<file path="src/pkg/csbr_defs.svh">
/*
 * Addresses, bit positions and reset values of the core status and bank registers.
 * Assumes the special function registers sit in the low data memory addresses.
 */
`ifndef CSBR_DEFS_SVH
`define CSBR_DEFS_SVH

// special function register addresses in data memory
`define CSBR_ADDR_BP     8'h04
`define CSBR_ADDR_ACC    8'h05
`define CSBR_ADDR_PCL    8'h06
`define CSBR_ADDR_TABLE_POINTER   8'h07
`define CSBR_ADDR_TABLE_HIGH_BYTE   8'h08
`define CSBR_ADDR_STATUS 8'h0a

// bit positions
`define CSBR_BIT_BANK 0
`define CSBR_BIT_C    0
`define CSBR_BIT_AC   1
`define CSBR_BIT_Z    2
`define CSBR_BIT_OV   3
`define CSBR_BIT_PDF  4
`define CSBR_BIT_TO   5

// reset values
`define CSBR_BANK_RST 1'b0
`define CSBR_FLAG_RST 1'b0
`define CSBR_SYS_RST  1'b0
`define CSBR_BYTE_RST 8'h00

`endif

</file>
<file path="src/pkg/csbr_pkg.sv">
/*
 * Types of the core status and bank register block: operations and sequencer states.
 * Assumes the execution core decodes instructions into these operations.
 */
package csbr_pkg;

    typedef enum logic [3:0] {
        OP_NOP   = 4'h0,
        OP_MOVA  = 4'h1,
        OP_MOVM  = 4'h2,
        OP_ADD   = 4'h3,
        OP_ADC   = 4'h4,
        OP_SUB   = 4'h5,
        OP_SBC   = 4'h6,
        OP_AND   = 4'h7,
        OP_OR    = 4'h8,
        OP_XOR   = 4'h9,
        OP_INC   = 4'ha,
        OP_DEC   = 4'hb,
        OP_RLC   = 4'hc,
        OP_RRC   = 4'hd,
        OP_CLR   = 4'he,
        OP_TABRD = 4'hf
    } csbr_op_e;

    typedef enum logic [1:0] {
        ST_IDLE  = 2'b00,
        ST_TBL   = 2'b01,
        ST_DUMMY = 2'b11
    } csbr_state_e;

endpackage

</file>
<file path="src/logic/csbr_alu.sv">
/*
 * Combinational ALU: result and flag candidates for one operation.
 * Assumes the caller decides whether the operation is taken.
 */
`timescale 1ns/1ps
module csbr_alu (
    // operation
    input csbr_pkg::csbr_op_e i_op,
    input logic [7:0] i_acc,
    input logic [7:0] i_opnd,
    input logic i_carry,
    // result
    output logic [7:0] o_res,
    output logic o_c,
    output logic o_ac,
    output logic o_ov,
    output logic o_z,
    // which flags the operation affects
    output logic o_upd_arith,
    output logic o_upd_z,
    output logic o_upd_c
);

    // returns {carry out, carry into bit 7, carry out of low nibble, sum}
    function automatic logic [10:0] add8(input logic [7:0] a, input logic [7:0] b,
                                         input logic ci);
        logic [4:0] lo;
        logic [7:0] mid;
        logic [8:0] full;
        lo = {1'b0, a[3:0]} + {1'b0, b[3:0]} + {4'h0, ci};
        mid = {1'b0, a[6:0]} + {1'b0, b[6:0]} + {7'h00, ci};
        full = {1'b0, a} + {1'b0, b} + {8'h00, ci};
        return {full[8], mid[7], lo[4], full[7:0]};
    endfunction

    logic [10:0] sum;
    logic [10:0] step;

    always_comb begin
        sum = 11'h000;
        step = 11'h000;
        o_res = 8'h00;
        o_c = i_carry;
        o_ac = 1'b0;
        o_ov = 1'b0;
        o_upd_arith = 1'b0;
        o_upd_z = 1'b0;
        o_upd_c = 1'b0;
        case (i_op)
            csbr_pkg::OP_ADD, csbr_pkg::OP_ADC, csbr_pkg::OP_SUB, csbr_pkg::OP_SBC: begin
                // subtraction adds the complement; carry out then means no borrow
                case (i_op)
                    csbr_pkg::OP_ADD: sum = add8(i_acc, i_opnd, 1'b0);
                    csbr_pkg::OP_ADC: sum = add8(i_acc, i_opnd, i_carry);
                    csbr_pkg::OP_SUB: sum = add8(i_acc, ~i_opnd, 1'b1);
                    default: sum = add8(i_acc, ~i_opnd, i_carry);
                endcase
                o_res = sum[7:0];
                o_c = sum[10];
                o_ac = sum[8];
                o_ov = sum[10] ^ sum[9];
                o_upd_arith = 1'b1;
            end
            csbr_pkg::OP_INC, csbr_pkg::OP_DEC: begin
                step = add8(i_opnd, (i_op == csbr_pkg::OP_INC) ? 8'h01 : 8'hff, 1'b0);
                o_res = step[7:0];
                o_upd_z = 1'b1;
            end
            csbr_pkg::OP_AND: begin
                o_res = i_acc & i_opnd;
                o_upd_z = 1'b1;
            end
            csbr_pkg::OP_OR: begin
                o_res = i_acc | i_opnd;
                o_upd_z = 1'b1;
            end
            csbr_pkg::OP_XOR: begin
                o_res = i_acc ^ i_opnd;
                o_upd_z = 1'b1;
            end
            csbr_pkg::OP_RLC: begin
                o_res = {i_opnd[6:0], i_carry};
                o_c = i_opnd[7];
                o_upd_c = 1'b1;
            end
            csbr_pkg::OP_RRC: begin
                o_res = {i_carry, i_opnd[7:1]};
                o_c = i_opnd[0];
                o_upd_c = 1'b1;
            end
            csbr_pkg::OP_MOVA: o_res = i_opnd;
            csbr_pkg::OP_MOVM: o_res = i_acc;
            default: o_res = 8'h00;
        endcase
    end

    assign o_z = (o_res == 8'h00);

endmodule

</file>
<file path="src/logic/csbr_core.sv">
/*
 * Core special function registers: bank select, working register, program counter
 * low byte jumps, table read sequencing and the status flags.
 * Assumes the execution core, watchdog and reset controller run on i_core_clk and
 * hand over one decoded operation at a time, with its operand address resolved.
 */
`timescale 1ns/1ps
`include "csbr_defs.svh"

// Operation
// - The bank pointer holds one writable bit 0 choosing bank 0 or 1, upper bits read zero.
// - Register-to-register data only passes through the working register, which holds results.
// - Writing the program counter low byte jumps inside the current page, upper bits kept.
// - A write of the program counter low byte is followed by one dummy cycle.
// - A table read fetches the word at the table pointer, high byte to table high, low to dest.
// - Writes to the status register change the arithmetic flags but never the system flags.
// - The watchdog time-out flag (bit 5) sets on time-out and clears on power-up, clear or halt.
// - The power-down flag (bit 4) sets on halt and clears on power-up or watchdog clear.
// - Carry (bit 0) is add carry or subtract no-borrow, and is also moved by rotates.
// - Aux carry (bit 1) is the carry or no-borrow between the low and high nibble.
// - Zero (bit 2) is set when an arithmetic or logic result is zero.
// - Overflow (bit 3) is the carry into bit 7 differing from the carry out of it.
// - The status register is never saved automatically on interrupt or call.
// - Status bits 7 and 6 read zero; system flags are read-only and reset to zero.
// - Direct addressing always reaches bank 0; bank 1 only through indirect addressing.
// - Reset returns the bank to 0 unless it is a watchdog reset in idle or sleep.
module csbr_core #(
    parameter int PC_W = 10
) (
    // clock and reset
    input logic i_core_clk,
    input logic i_rstn,
    input logic i_soft_rst,
    input logic i_rst_wdt_sleep,
    // operation from the execution core
    input logic i_op_valid,
    input csbr_pkg::csbr_op_e i_op,
    input logic [7:0] i_op_addr,
    input logic i_op_indirect,
    input logic i_op_dest_acc,
    input logic [7:0] i_mem_rdata,
    input logic [PC_W-1:0] i_pc,
    // system events
    input logic i_wdt_timeout,
    input logic i_watchdog_clear_instruction,
    input logic i_halt,
    // program memory table port
    input logic i_prog_valid,
    input logic [15:0] i_prog_data,
    output logic o_prog_rd,
    output logic [PC_W-1:0] o_prog_addr,
    // data memory write port
    output logic o_mem_we,
    output logic [7:0] o_mem_addr,
    output logic [7:0] o_mem_wdata,
    output logic o_mem_bank,
    // program counter load
    output logic o_pc_load,
    output logic [PC_W-1:0] o_pc_target,
    // state
    output logic o_busy,
    output logic o_bank_sel,
    output logic [7:0] o_acc,
    output logic [7:0] o_status
);

    function automatic logic is_sfr(input logic [7:0] a);
        return (a == `CSBR_ADDR_BP) || (a == `CSBR_ADDR_ACC) || (a == `CSBR_ADDR_PCL) ||
               (a == `CSBR_ADDR_TABLE_POINTER) || (a == `CSBR_ADDR_TABLE_HIGH_BYTE) ||
               (a == `CSBR_ADDR_STATUS);
    endfunction

    csbr_pkg::csbr_state_e state_r, state_nxt;
    logic bank_r, bank_nxt;
    logic [7:0] acc_r, acc_nxt;
    logic [7:0] table_pointer_r, table_pointer_nxt;
    logic [7:0] table_high_byte_r, table_high_byte_nxt;
    logic c_r, ac_r, z_r, ov_r, to_r, pdf_r;
    logic c_nxt, ac_nxt, z_nxt, ov_nxt, to_nxt, pdf_nxt;
    logic tbl_acc_r, tbl_ind_r;
    logic [7:0] tbl_addr_r;
    logic mem_we_r, mem_bank_r, pc_load_r, prog_rd_r, busy_r;
    logic [7:0] mem_addr_r, mem_wdata_r;
    logic [PC_W-1:0] pc_target_r, prog_addr_r;

    logic [7:0] alu_res;
    logic alu_c, alu_ac, alu_ov, alu_z, upd_arith, upd_z, upd_c;
    logic [7:0] status_rd, sfr_rd, operand;

    // status reads with bits 7 and 6 as zero
    assign status_rd = {2'b00, to_r, pdf_r, ov_r, z_r, ac_r, c_r};

    always_comb begin
        case (i_op_addr)
            `CSBR_ADDR_BP: sfr_rd = {7'h00, bank_r};
            `CSBR_ADDR_ACC: sfr_rd = acc_r;
            `CSBR_ADDR_PCL: sfr_rd = i_pc[7:0];
            `CSBR_ADDR_TABLE_POINTER: sfr_rd = table_pointer_r;
            `CSBR_ADDR_TABLE_HIGH_BYTE: sfr_rd = table_high_byte_r;
            `CSBR_ADDR_STATUS: sfr_rd = status_rd;
            default: sfr_rd = 8'h00;
        endcase
    end

    assign operand = is_sfr(i_op_addr) ? sfr_rd : i_mem_rdata;

    csbr_alu u_alu (
        .i_op(i_op),
        .i_acc(acc_r),
        .i_opnd(operand),
        .i_carry(c_r),
        .o_res(alu_res),
        .o_c(alu_c),
        .o_ac(alu_ac),
        .o_ov(alu_ov),
        .o_z(alu_z),
        .o_upd_arith(upd_arith),
        .o_upd_z(upd_z),
        .o_upd_c(upd_c)
    );

    // operation acceptance; nothing is taken during a table wait or dummy cycle
    wire op_take = i_op_valid && (state_r == csbr_pkg::ST_IDLE);
    wire is_tbl = op_take && (i_op == csbr_pkg::OP_TABRD);
    wire tbl_done = (state_r == csbr_pkg::ST_TBL) && i_prog_valid;
    wire op_acc = (i_op == csbr_pkg::OP_MOVA) || (i_op != csbr_pkg::OP_MOVM && i_op_dest_acc);

    // one write path serves operation results and table low bytes
    wire wr_en = (op_take && !is_tbl && i_op != csbr_pkg::OP_NOP) || tbl_done;
    wire wr_acc = tbl_done ? tbl_acc_r : op_acc;
    wire [7:0] wr_addr = tbl_done ? tbl_addr_r : i_op_addr;
    wire wr_ind = tbl_done ? tbl_ind_r : i_op_indirect;
    wire [7:0] wr_data = tbl_done ? i_prog_data[7:0] : alu_res;
    wire wr_mem = wr_en && !wr_acc;
    wire wr_sfr = wr_mem && is_sfr(wr_addr);
    wire wr_ext = wr_mem && !is_sfr(wr_addr);
    wire wr_bp = wr_sfr && (wr_addr == `CSBR_ADDR_BP);
    wire wr_accr = wr_sfr && (wr_addr == `CSBR_ADDR_ACC);
    wire wr_pcl = wr_sfr && (wr_addr == `CSBR_ADDR_PCL);
    wire wr_table_pointer = wr_sfr && (wr_addr == `CSBR_ADDR_TABLE_POINTER);
    wire wr_stat = wr_sfr && (wr_addr == `CSBR_ADDR_STATUS);

    // flag candidates, only for a taken operation that affects them
    wire take_arith = op_take && upd_arith;
    wire take_z = op_take && (upd_arith || upd_z);
    wire take_c = op_take && (upd_arith || upd_c);

    always_comb begin
        state_nxt = csbr_pkg::ST_IDLE;
        case (state_r)
            csbr_pkg::ST_IDLE: begin
                if (is_tbl) begin
                    state_nxt = csbr_pkg::ST_TBL;
                end else if (wr_pcl) begin
                    state_nxt = csbr_pkg::ST_DUMMY;
                end
            end
            csbr_pkg::ST_TBL: begin
                if (!i_prog_valid) begin
                    state_nxt = csbr_pkg::ST_TBL;
                end else if (wr_pcl) begin
                    state_nxt = csbr_pkg::ST_DUMMY;
                end
            end
            csbr_pkg::ST_DUMMY: state_nxt = csbr_pkg::ST_IDLE;
            default: state_nxt = csbr_pkg::ST_IDLE;
        endcase
        if (i_soft_rst) begin
            state_nxt = csbr_pkg::ST_IDLE;
        end
    end

    // bank keeps its value only for a watchdog reset out of idle or sleep
    assign bank_nxt = i_soft_rst ? (i_rst_wdt_sleep && bank_r) :
                      wr_bp ? wr_data[`CSBR_BIT_BANK] : bank_r;
    assign acc_nxt = (wr_en && wr_acc) || wr_accr ? wr_data : acc_r;
    assign table_pointer_nxt = wr_table_pointer ? wr_data : table_pointer_r;
    assign table_high_byte_nxt = tbl_done ? i_prog_data[15:8] : table_high_byte_r;

    // a flag from the operation wins over the same bit written as data
    assign c_nxt = take_c ? alu_c : wr_stat ? wr_data[`CSBR_BIT_C] : c_r;
    assign ac_nxt = take_arith ? alu_ac : wr_stat ? wr_data[`CSBR_BIT_AC] : ac_r;
    assign z_nxt = take_z ? alu_z : wr_stat ? wr_data[`CSBR_BIT_Z] : z_r;
    assign ov_nxt = take_arith ? alu_ov : wr_stat ? wr_data[`CSBR_BIT_OV] : ov_r;
    // system flags ignore data writes; a set wins over a clear in the same cycle
    assign to_nxt = i_wdt_timeout ? 1'b1 : (i_watchdog_clear_instruction || i_halt) ? 1'b0 : to_r;
    assign pdf_nxt = i_halt ? 1'b1 : i_watchdog_clear_instruction ? 1'b0 : pdf_r;

    always_ff @(posedge i_core_clk or negedge i_rstn) begin
        if (!i_rstn) begin
            state_r <= csbr_pkg::ST_IDLE;
            bank_r <= `CSBR_BANK_RST;
            to_r <= `CSBR_SYS_RST;
            pdf_r <= `CSBR_SYS_RST;
        end else begin
            state_r <= state_nxt;
            bank_r <= bank_nxt;
            to_r <= to_nxt;
            pdf_r <= pdf_nxt;
        end
    end

    // flags live only here and no stack path exists for them
    always_ff @(posedge i_core_clk or negedge i_rstn) begin
        if (!i_rstn) begin
            {c_r, ac_r, z_r, ov_r} <= {4{`CSBR_FLAG_RST}};
            acc_r <= `CSBR_BYTE_RST;
            table_pointer_r <= `CSBR_BYTE_RST;
            table_high_byte_r <= `CSBR_BYTE_RST;
        end else begin
            {c_r, ac_r, z_r, ov_r} <= {c_nxt, ac_nxt, z_nxt, ov_nxt};
            acc_r <= acc_nxt;
            table_pointer_r <= table_pointer_nxt;
            table_high_byte_r <= table_high_byte_nxt;
        end
    end

    always_ff @(posedge i_core_clk or negedge i_rstn) begin
        if (!i_rstn) begin
            tbl_acc_r <= 1'b0;
            tbl_ind_r <= 1'b0;
            tbl_addr_r <= `CSBR_BYTE_RST;
        end else if (is_tbl) begin
            tbl_acc_r <= i_op_dest_acc;
            tbl_ind_r <= i_op_indirect;
            tbl_addr_r <= i_op_addr;
        end
    end

    always_ff @(posedge i_core_clk or negedge i_rstn) begin
        if (!i_rstn) begin
            mem_we_r <= 1'b0;
            mem_addr_r <= `CSBR_BYTE_RST;
            mem_wdata_r <= `CSBR_BYTE_RST;
            mem_bank_r <= 1'b0;
            pc_load_r <= 1'b0;
            pc_target_r <= '0;
            prog_rd_r <= 1'b0;
            prog_addr_r <= '0;
            busy_r <= 1'b0;
        end else begin
            mem_we_r <= wr_ext;
            mem_addr_r <= wr_addr;
            mem_wdata_r <= wr_data;
            mem_bank_r <= wr_ind && bank_r;
            pc_load_r <= wr_pcl;
            pc_target_r <= {i_pc[PC_W-1:8], wr_data};
            prog_rd_r <= is_tbl;
            prog_addr_r <= {i_pc[PC_W-1:8], table_pointer_r};
            busy_r <= (state_nxt != csbr_pkg::ST_IDLE);
        end
    end

    assign o_mem_we = mem_we_r;
    assign o_mem_addr = mem_addr_r;
    assign o_mem_wdata = mem_wdata_r;
    assign o_mem_bank = mem_bank_r;
    assign o_pc_load = pc_load_r;
    assign o_pc_target = pc_target_r;
    assign o_prog_rd = prog_rd_r;
    assign o_prog_addr = prog_addr_r;
    assign o_busy = busy_r;
    assign o_bank_sel = bank_r;
    assign o_acc = acc_r;
    assign o_status = status_rd;
endmodule

</file>
<file path="config.mk">
export PLATFORM = sky130hd
export DESIGN_NAME = csbr_core
export DESIGN_NICKNAME = d
export VERILOG_FILES = /design/src/pkg/csbr_pkg.sv /design/src/logic/csbr_alu.sv /design/src/logic/csbr_core.sv
export VERILOG_INCLUDE_DIRS = /design/src /design/src/pkg
export SDC_FILE = /design/constraint.sdc
export NUM_CORES = 1
export LEC_CHECK = 0
export BUFFER_PORTS_ARGS = -buffer_cell sky130_fd_sc_hd__buf_2
export CAP_MARGIN = 5
export CORE_ASPECT_RATIO = 0.75
export CORE_MARGIN = 5
export CORE_UTILIZATION = 55
export CTS_BUF_LIST = sky130_fd_sc_hd__clkbuf_8
export DETAILED_ROUTE_END_ITERATION = 8
export GPL_ROUTABILITY_DRIVEN = 1
export GPL_TIMING_DRIVEN = 0
export PLACE_DENSITY = 0.79
export SLEW_MARGIN = 20
export SYNTH_ARGS = -nofsm -noshare
export SYNTH_HDL_FRONTEND = slang
export SYNTH_SLANG_ARGS = --single-unit
export TNS_END_PERCENT = 100
</file>
<file path="constraint.sdc">
create_clock -name i_core_clk -period 5.97 [get_ports i_core_clk]
set_input_delay 1.791 -clock i_core_clk [delete_from_list [all_inputs] [get_ports i_core_clk]]
set_output_delay 1.791 -clock i_core_clk [all_outputs]
set_load 0.005 [all_outputs]
</file>
# After elaboration in Yosys (flattened, before gate mapping)
# Cells that the tools add are included.
[totals] register_bits=84 latchBits=0 mem_bits_rw=0 mem_bits_ro=0 word_cells=162 n_memories=0
[op_classes] add_sub_neg=16 n_mul=0 div_mod_pow=0 n_lt_le_gt_ge=0 eq_ne=29 n_shift=0 muxes=35 bitwise=5 n_reduce_logical=54
[op_table] operator="8-bit case mux with 9 select lines" count=1
[op_table] operator="8-bit by 3-bit equality test with 1-bit output (second input constant)" count=8
[op_table] operator="8-bit case mux with 6 select lines" count=1
[op_table] operator="11-bit case mux with 3 select lines" count=1
[op_table] operator="8-bit by 4-bit equality test with 1-bit output (second input constant)" count=4
[op_table] operator="8-bit 2-to-1 mux" count=4
[op_table] operator="4-bit equality test (second input constant)" count=7
[op_table] operator="1-bit 2-to-1 mux" count=21
[op_table] operator="1-bit logical AND" count=20
[op_table] operator="8-bit by 8-bit adder with 9-bit output" count=2
[op_table] operator="9-bit by 1-bit adder with 9-bit output" count=2
[op_table] operator="7-bit by 7-bit adder with 8-bit output" count=2
[op_table] operator="8-bit by 1-bit adder with 8-bit output" count=2
[op_table] operator="4-bit by 3-bit equality test with 1-bit output (second input constant)" count=4
[op_table] operator="1-bit logical OR" count=16
[op_table] operator="2-bit nonzero test" count=7
[op_table] operator="11-bit 2-to-1 mux" count=1
[op_table] operator="4-bit by 4-bit adder with 5-bit output" count=2
[op_table] operator="5-bit by 1-bit adder with 5-bit output" count=2
[op_table] operator="9-bit by 1-bit adder with 9-bit output (second input constant)" count=1
[op_table] operator="8-bit by 1-bit adder with 8-bit output (second input constant)" count=1
[op_table] operator="8-bit adder" count=1
[op_table] operator="8-bit AND" count=1
[op_table] operator="4-bit by 2-bit equality test with 1-bit output (second input constant)" count=2
[op_table] operator="other kinds (20)" count=26

# Logic depth before layout (Yosys ltp)
[logic_depth] depth_word=16 depth_mapped=20 depth_no_buf=17

# Cells and area by module
# Synthesis repeated with hierarchy kept, for this count alone.
[unflattened] cells_unflattened=717 hier_area_um2=6237.2
[modules_own_cells] mod="csbr_core" n_inst=1 cells_per_inst=337 area_per_inst_um2=3575.9 seq_area_each_um2=1851.8
[modules_own_cells] mod="csbr_alu" n_inst=1 cells_per_inst=380 area_per_inst_um2=2661.3 seq_area_each_um2=0.0

# Worst setup path before layout
# Ideal clock, no wire load.
[synth_path] kind="input to register" startpoint="input port i_op_addr[4]" endpoint="register table_pointer_r[6]" arrival_ps=5513 path_slack_ps=332 path_stages=16 n_path_buf=0 cell_sequence="or4_1 > nor2_1 > o21ai_0 > o22ai_1 > inv_1 > fa_1 > xnor2_1 > nand2_1 > o21bai_1 > a211oi_2 > xnor2_1 > a21oi_1 > a21boi_1 > o31ai_1 > mux2_2 > mux2_2"
[synth_between] elab_chain_cells=14 elab_cells_between_ends=41 classes_between="add/sub (6); eq/ne (12); mux (7); bitwise (4); reduce/logical (12)"
[synth_rtl] element="start: declaration" line="csbr_core.sv:38" source="input logic [7:0] i_op_addr,"
[synth_rtl] element="8-bit by 3-bit equality test with 1-bit output" line="csbr_core.sv:94" source="case (i_op_addr)"
[synth_rtl] element="1-bit logical OR (5 in series)" line="csbr_core.sv:68" source="return (a == `CSBR_ADDR_BP) || (a == `CSBR_ADDR_ACC) || (a == `CSBR_ADDR_PCL) ||"
[synth_rtl] element="8-bit 2-to-1 mux (*)" line="csbr_core.sv:105" source="assign operand = is_sfr(i_op_addr) ? sfr_rd : i_mem_rdata;"
[synth_rtl] element="8-bit inverter" line="csbr_alu.sv:55, csbr_alu.sv:56"
[synth_rtl] element="8-bit by 8-bit adder with 9-bit output" line="csbr_alu.sv:32" source="full = {1'b0, a} + {1'b0, b} + {8'h00, ci};"
[synth_rtl] element="9-bit by 1-bit adder with 9-bit output" line="csbr_alu.sv:32"
[synth_rtl] element="11-bit case mux with 3 select lines" line="csbr_alu.sv:52" source="case (i_op)"
[synth_rtl] element="11-bit 2-to-1 mux" line="csbr_alu.sv:49" source="case (i_op)"
[synth_rtl] element="8-bit case mux with 9 select lines (*)" line="csbr_alu.sv:49"
[synth_rtl] element="8-bit 2-to-1 mux (*)" line="csbr_core.sv:133" source="wire [7:0] wr_data = tbl_done ? i_prog_data[7:0] : alu_res;"
[synth_rtl] element="via wr_data[6]" line="csbr_core.sv:133"
[synth_rtl] element="end signal: assignment" line="csbr_core.sv:208" source="table_pointer_r <= `CSBR_BYTE_RST;"
[synth_rtl] element="end signal: assignment" line="csbr_core.sv:213" source="table_pointer_r <= table_pointer_nxt;"
[synth_rtl] element="end: declaration" line="csbr_core.sv:76" source="logic [7:0] table_pointer_r, table_pointer_nxt;"
# Mark *: on every way through the listed nets, which the timed path passes. The rest lies on a longest branch. The select of a mux whose other input is x is not followed.
# A chain may end at the register's enable or synchronous reset.

# Final worst setup path
[layout_path] startpoint="input port i_op_addr[4]" endpoint="register acc_r[4], in the netlist o_acc[4]"
[layout_between] elab_chain_cells=14 elab_cells_between_ends=42 classes_between="add/sub (6); eq/ne (12); mux (7); bitwise (4); reduce/logical (13)"
[layout_rtl] element="8-bit by 3-bit equality test with 1-bit output" line="csbr_core.sv:94"
[layout_rtl] element="1-bit logical OR (5 in series)" line="csbr_core.sv:68"
[layout_rtl] element="8-bit 2-to-1 mux (*)" line="csbr_core.sv:105"
[layout_rtl] element="8-bit inverter" line="csbr_alu.sv:55, csbr_alu.sv:56"
[layout_rtl] element="8-bit by 8-bit adder with 9-bit output" line="csbr_alu.sv:32"
[layout_rtl] element="9-bit by 1-bit adder with 9-bit output" line="csbr_alu.sv:32"
[layout_rtl] element="11-bit case mux with 3 select lines" line="csbr_alu.sv:52"
[layout_rtl] element="11-bit 2-to-1 mux" line="csbr_alu.sv:49"
[layout_rtl] element="8-bit case mux with 9 select lines (*)" line="csbr_alu.sv:49"
[layout_rtl] element="8-bit 2-to-1 mux (*)" line="csbr_core.sv:133"
[layout_rtl] element="via wr_data[4]" line="csbr_core.sv:133"
[layout_rtl] element="end signal: assignment" line="csbr_core.sv:207" source="acc_r <= `CSBR_BYTE_RST;"
[layout_rtl] element="end signal: assignment" line="csbr_core.sv:212" source="acc_r <= acc_nxt;"
[layout_rtl] element="end: declaration" line="csbr_core.sv:75" source="logic [7:0] acc_r, acc_nxt;"
# Marked as above.

==> results.yml <==
cells_and_area:
  area_growth_syn_to_layout_pct: 19.80
  nets: 905
  final_area_mm2: 0.007397
  regArea_mm2: 0.001852
  antenna_cells: 0
  layout_commonest_cell: "buf_2"
  final_util: 0.6760
  fillers: 843
  multi_input_area_mm2: 0.004114
  layout_common_cells: "buf_2 (115), dfrtp_1 (74), mux2_2 (48)"
  drive_above_1_share: 0.3243
routing:
  dr.pass1.iters: 9
  routed_wl_um: 22960
  drc: 0
  viasPerCell: 6.649
  vias: 6343
  wl_per_cell_um: 24.07
  antenna_left: 0
  drtIter0Drc: 969
clocking:
  worstSkewPairLatency_ns: 0.36
  htree_levels: 3
  cts_tree: "done"
  cts_buffers: 9
  clkTransAtPathRegs_ns: 0.08
  cts.sinks: 74
  clockBufferDepth: 2
  root_buffer: "clkbuf_8"
sta:
  setup_viol_count_final: 2
  fmax_mhz: 167.3
  setup_ws_ns: -0.005913
  clock_skew_ns: 0.01337
  holdWs_ns: 0.4204
  finalCritPeriodShare: 1.001
  min_period_ns: 5.976
  drv_slew: 0
  hold_viol: 0
  relSlewSlack: 0.2775
  worst_pin_slew_ns: 1.077
  setup_tns_ns: -0.01003
synthesis:
  synth_ff_type: "dfrtp_1"
  synth_edf_count: 0
  ys_types: 82
  yosys_register_bits: 74
  synth_cells: 677
  ys_warn_count: 0
  netlist_area_mm2: 0.006175
  synthArstFlopShare: 1.000
  syn-mean-instance-area_um2: 9.121
  ys_seq_area_frac: 0.2999
run_status:
  violations: "setup timing"
  status: "finished, violations left"
worst_setup_path:
  crit_family: "simple AND/OR/NAND/NOR gates"
  cp_data_required_time_ns: 6.22
  cpMostUsedCell: "mux2_2"
  crit_chain: "buf_2 > or4_4 > nor2_1 > o21ai_0 > o22ai_2 > inv_4 > ha_1 > or3b_1 > and4_2 > o211ai_1 > xnor2_1 > o32ai_1 > o21bai_2 > nand3_1 > mux2_2 > mux2_2"
  max_stage_delay_ns: 0.58
  path_buf_inv: 2
  worstPathMaxFanout: 6
  crit_path_top_delay_cell: "or4_4"
  path_class: "in -> reg"
  crit_path_end_kind: "register"
  cp-start-kind: "input pin"
  crit_arrival_ns: 6.23
grt:
  grt_max_degree: 46
  antenna_found_initial: 0
  gr-usage-all-layers: 0.3346
  gr-total-overflow: 0
  grt_pass1_wl_um: 34910
  grt_pass1_vias: 6042
floorplan:
  core_region_area_mm2: 0.01094
  fp-row-count: 33
  die-area_mm2: 0.01347
  start_util: 0.5643
  die_y_um: 101.8
  ios: 115
  die_w_um: 132.3
job:
  cap_violations: 0
place:
  numPortBuffers: 111
  dp_hpwl_um: 18110
  placed_cell_area_mm2: 0.006932
  routabilityCongestion: 0.9902
pwr:
  ir_drop_mv: 0.2289
  p_leak_nw: 3.431
  report.power.total_w: 0.002862
  power.density_mw_per_mm2: 387.0
min_path:
  hold_class: "reg -> reg"
[flip-flops by register name, indices dropped and copies added, names as in the netlist, 2 cells and up]
| register | count |
|---|---|
| o_acc | 8 |
| o_mem_addr | 8 |
| o_pc_target | 9 |
| o_prog_addr | 9 |
| state_r | 2 |
| table_high_byte_r | 8 |
| table_pointer_r | 8 |
| tbl_addr_r | 8 |
[synth_stat cells, drive strengths merged, types with 3 or more instances]
library cell,number,area share
a211oi,13,0.019
a21o,10,0.012
a21oi,32,0.027
a221o,4,0.0065
a221oi,8,0.012
a22o,4,0.0057
a22oi,11,0.014
a31oi,7,0.0071
and2,4,0.0041
buf,30,0.032
clkbuf,11,0.0067
dfrtp,74,0.30
fa,3,0.0097
ha,36,0.073
inv,37,0.022
mux2,49,0.090
mux2i,19,0.031
nand2,42,0.026
nand2b,11,0.011
nand3,17,0.014
nand4,3,0.0030
nor2,48,0.030
nor2b,15,0.015
nor3,19,0.017
nor3b,3,0.0036
nor4,8,0.012
o211ai,6,0.0073
o21a,8,0.0097
o21ai,36,0.029
o21bai,3,0.0036
o221ai,6,0.0095
o22a,3,0.0043
o22ai,10,0.010
o31a,3,0.0043
o31ai,5,0.0069
o32ai,3,0.0043
or2,5,0.0051
or3,3,0.0047
or3b,3,0.0043
xnor2,26,0.037
xor2,11,0.016
[repair_timing]
action,in CTS,in global routing
cloned,0,0
endpoints found under the setup margin,24,21
hold buffers,0,0
resized for setup,14,31
setup buffers,1,7
pin swaps,1,8
[worst register-to-register path, cell delays in order, from the launching register on]
cell,delay (ns)
dfrtp_1,0.59
inv_1,0.26
o21ai_0,0.25
a221oi_2,0.10
o22ai_2,0.32
inv_4,0.12
ha_1,0.37
or3b_1,0.43
and4_2,0.32
o211ai_1,0.38
xnor2_1,0.18
o32ai_1,0.14
o21bai_2,0.30
nand3_1,0.20
mux2_2,0.35
mux2_2,0.28
[metrics by stage]
step,worst slack [ns],std cells
detailed placement,-1.166,930
CTS,-0.008740,947
global route,-0.02039,954
finish,-0.005913,954
floorplan,0.3323,678
global placement,-0.9892,929
[layer usage]
layer | vias up | track usage | share of wire
met1 | 3065 | 0.5036 | 0.44
met3 | 63 | 0.09583 | 0.13
li1 | 2746 | - | -
met4 | 0 | 0.08842 | 0.025
met2 | 469 | 0.4699 | 0.40
met5 | - | 0 | 0
[worst paths after layout]
path                               startpoint              endpoint  slack [ns]  cells past startpoint
max reg2reg                          o_acc[1]              o_acc[4]        1.27                     15
max in group asynchronous              i_rstn  table_high_byte_r[0]        4.06                      2
max                              i_op_addr[4]              o_acc[4]      -0.006                     16
min in group asynchronous              i_rstn        o_prog_addr[8]        1.34                      1
min                        table_pointer_r[0]        o_prog_addr[0]        0.42                      0
min reg2reg                table_pointer_r[0]        o_prog_addr[0]        0.42                      0
[cells by family (layout without fill, tap and decap cells)]
logic type                 Yosys count  in the layout  synth area share
and+or+nand+nor                    191            191            0.1615
AOI/OAI and AO/OA                  188            188            0.2172
buffers and inverters               78            214           0.06120
DFF                                 74             74            0.2999
muxes                               69             69            0.1244
adders and majority gates           39             39           0.08267
xor gates and xnor gates            37             37           0.05248
other                                1              2         0.0006073
[power breakdown]
part	switching (W)	internal, W
Sequential	0.000126	0.000589
Clock	0.000200	0.000239
Combinational	0.00100	0.000707
Total	0.00133	0.00153
[cell type report]
cell class	count	share of cell area
Multi-Input combinational cell	526	0.5562
Sequential cell	74	0.2503
Buffer	41	0.03417
Tap cell	140	0.02368
Timing Repair Buffer	120	0.08627
Clock inverter	7	0.01353
Clock buffer	9	0.01675
Inverter	37	0.01911
Power figures use the tool's default switching activity.
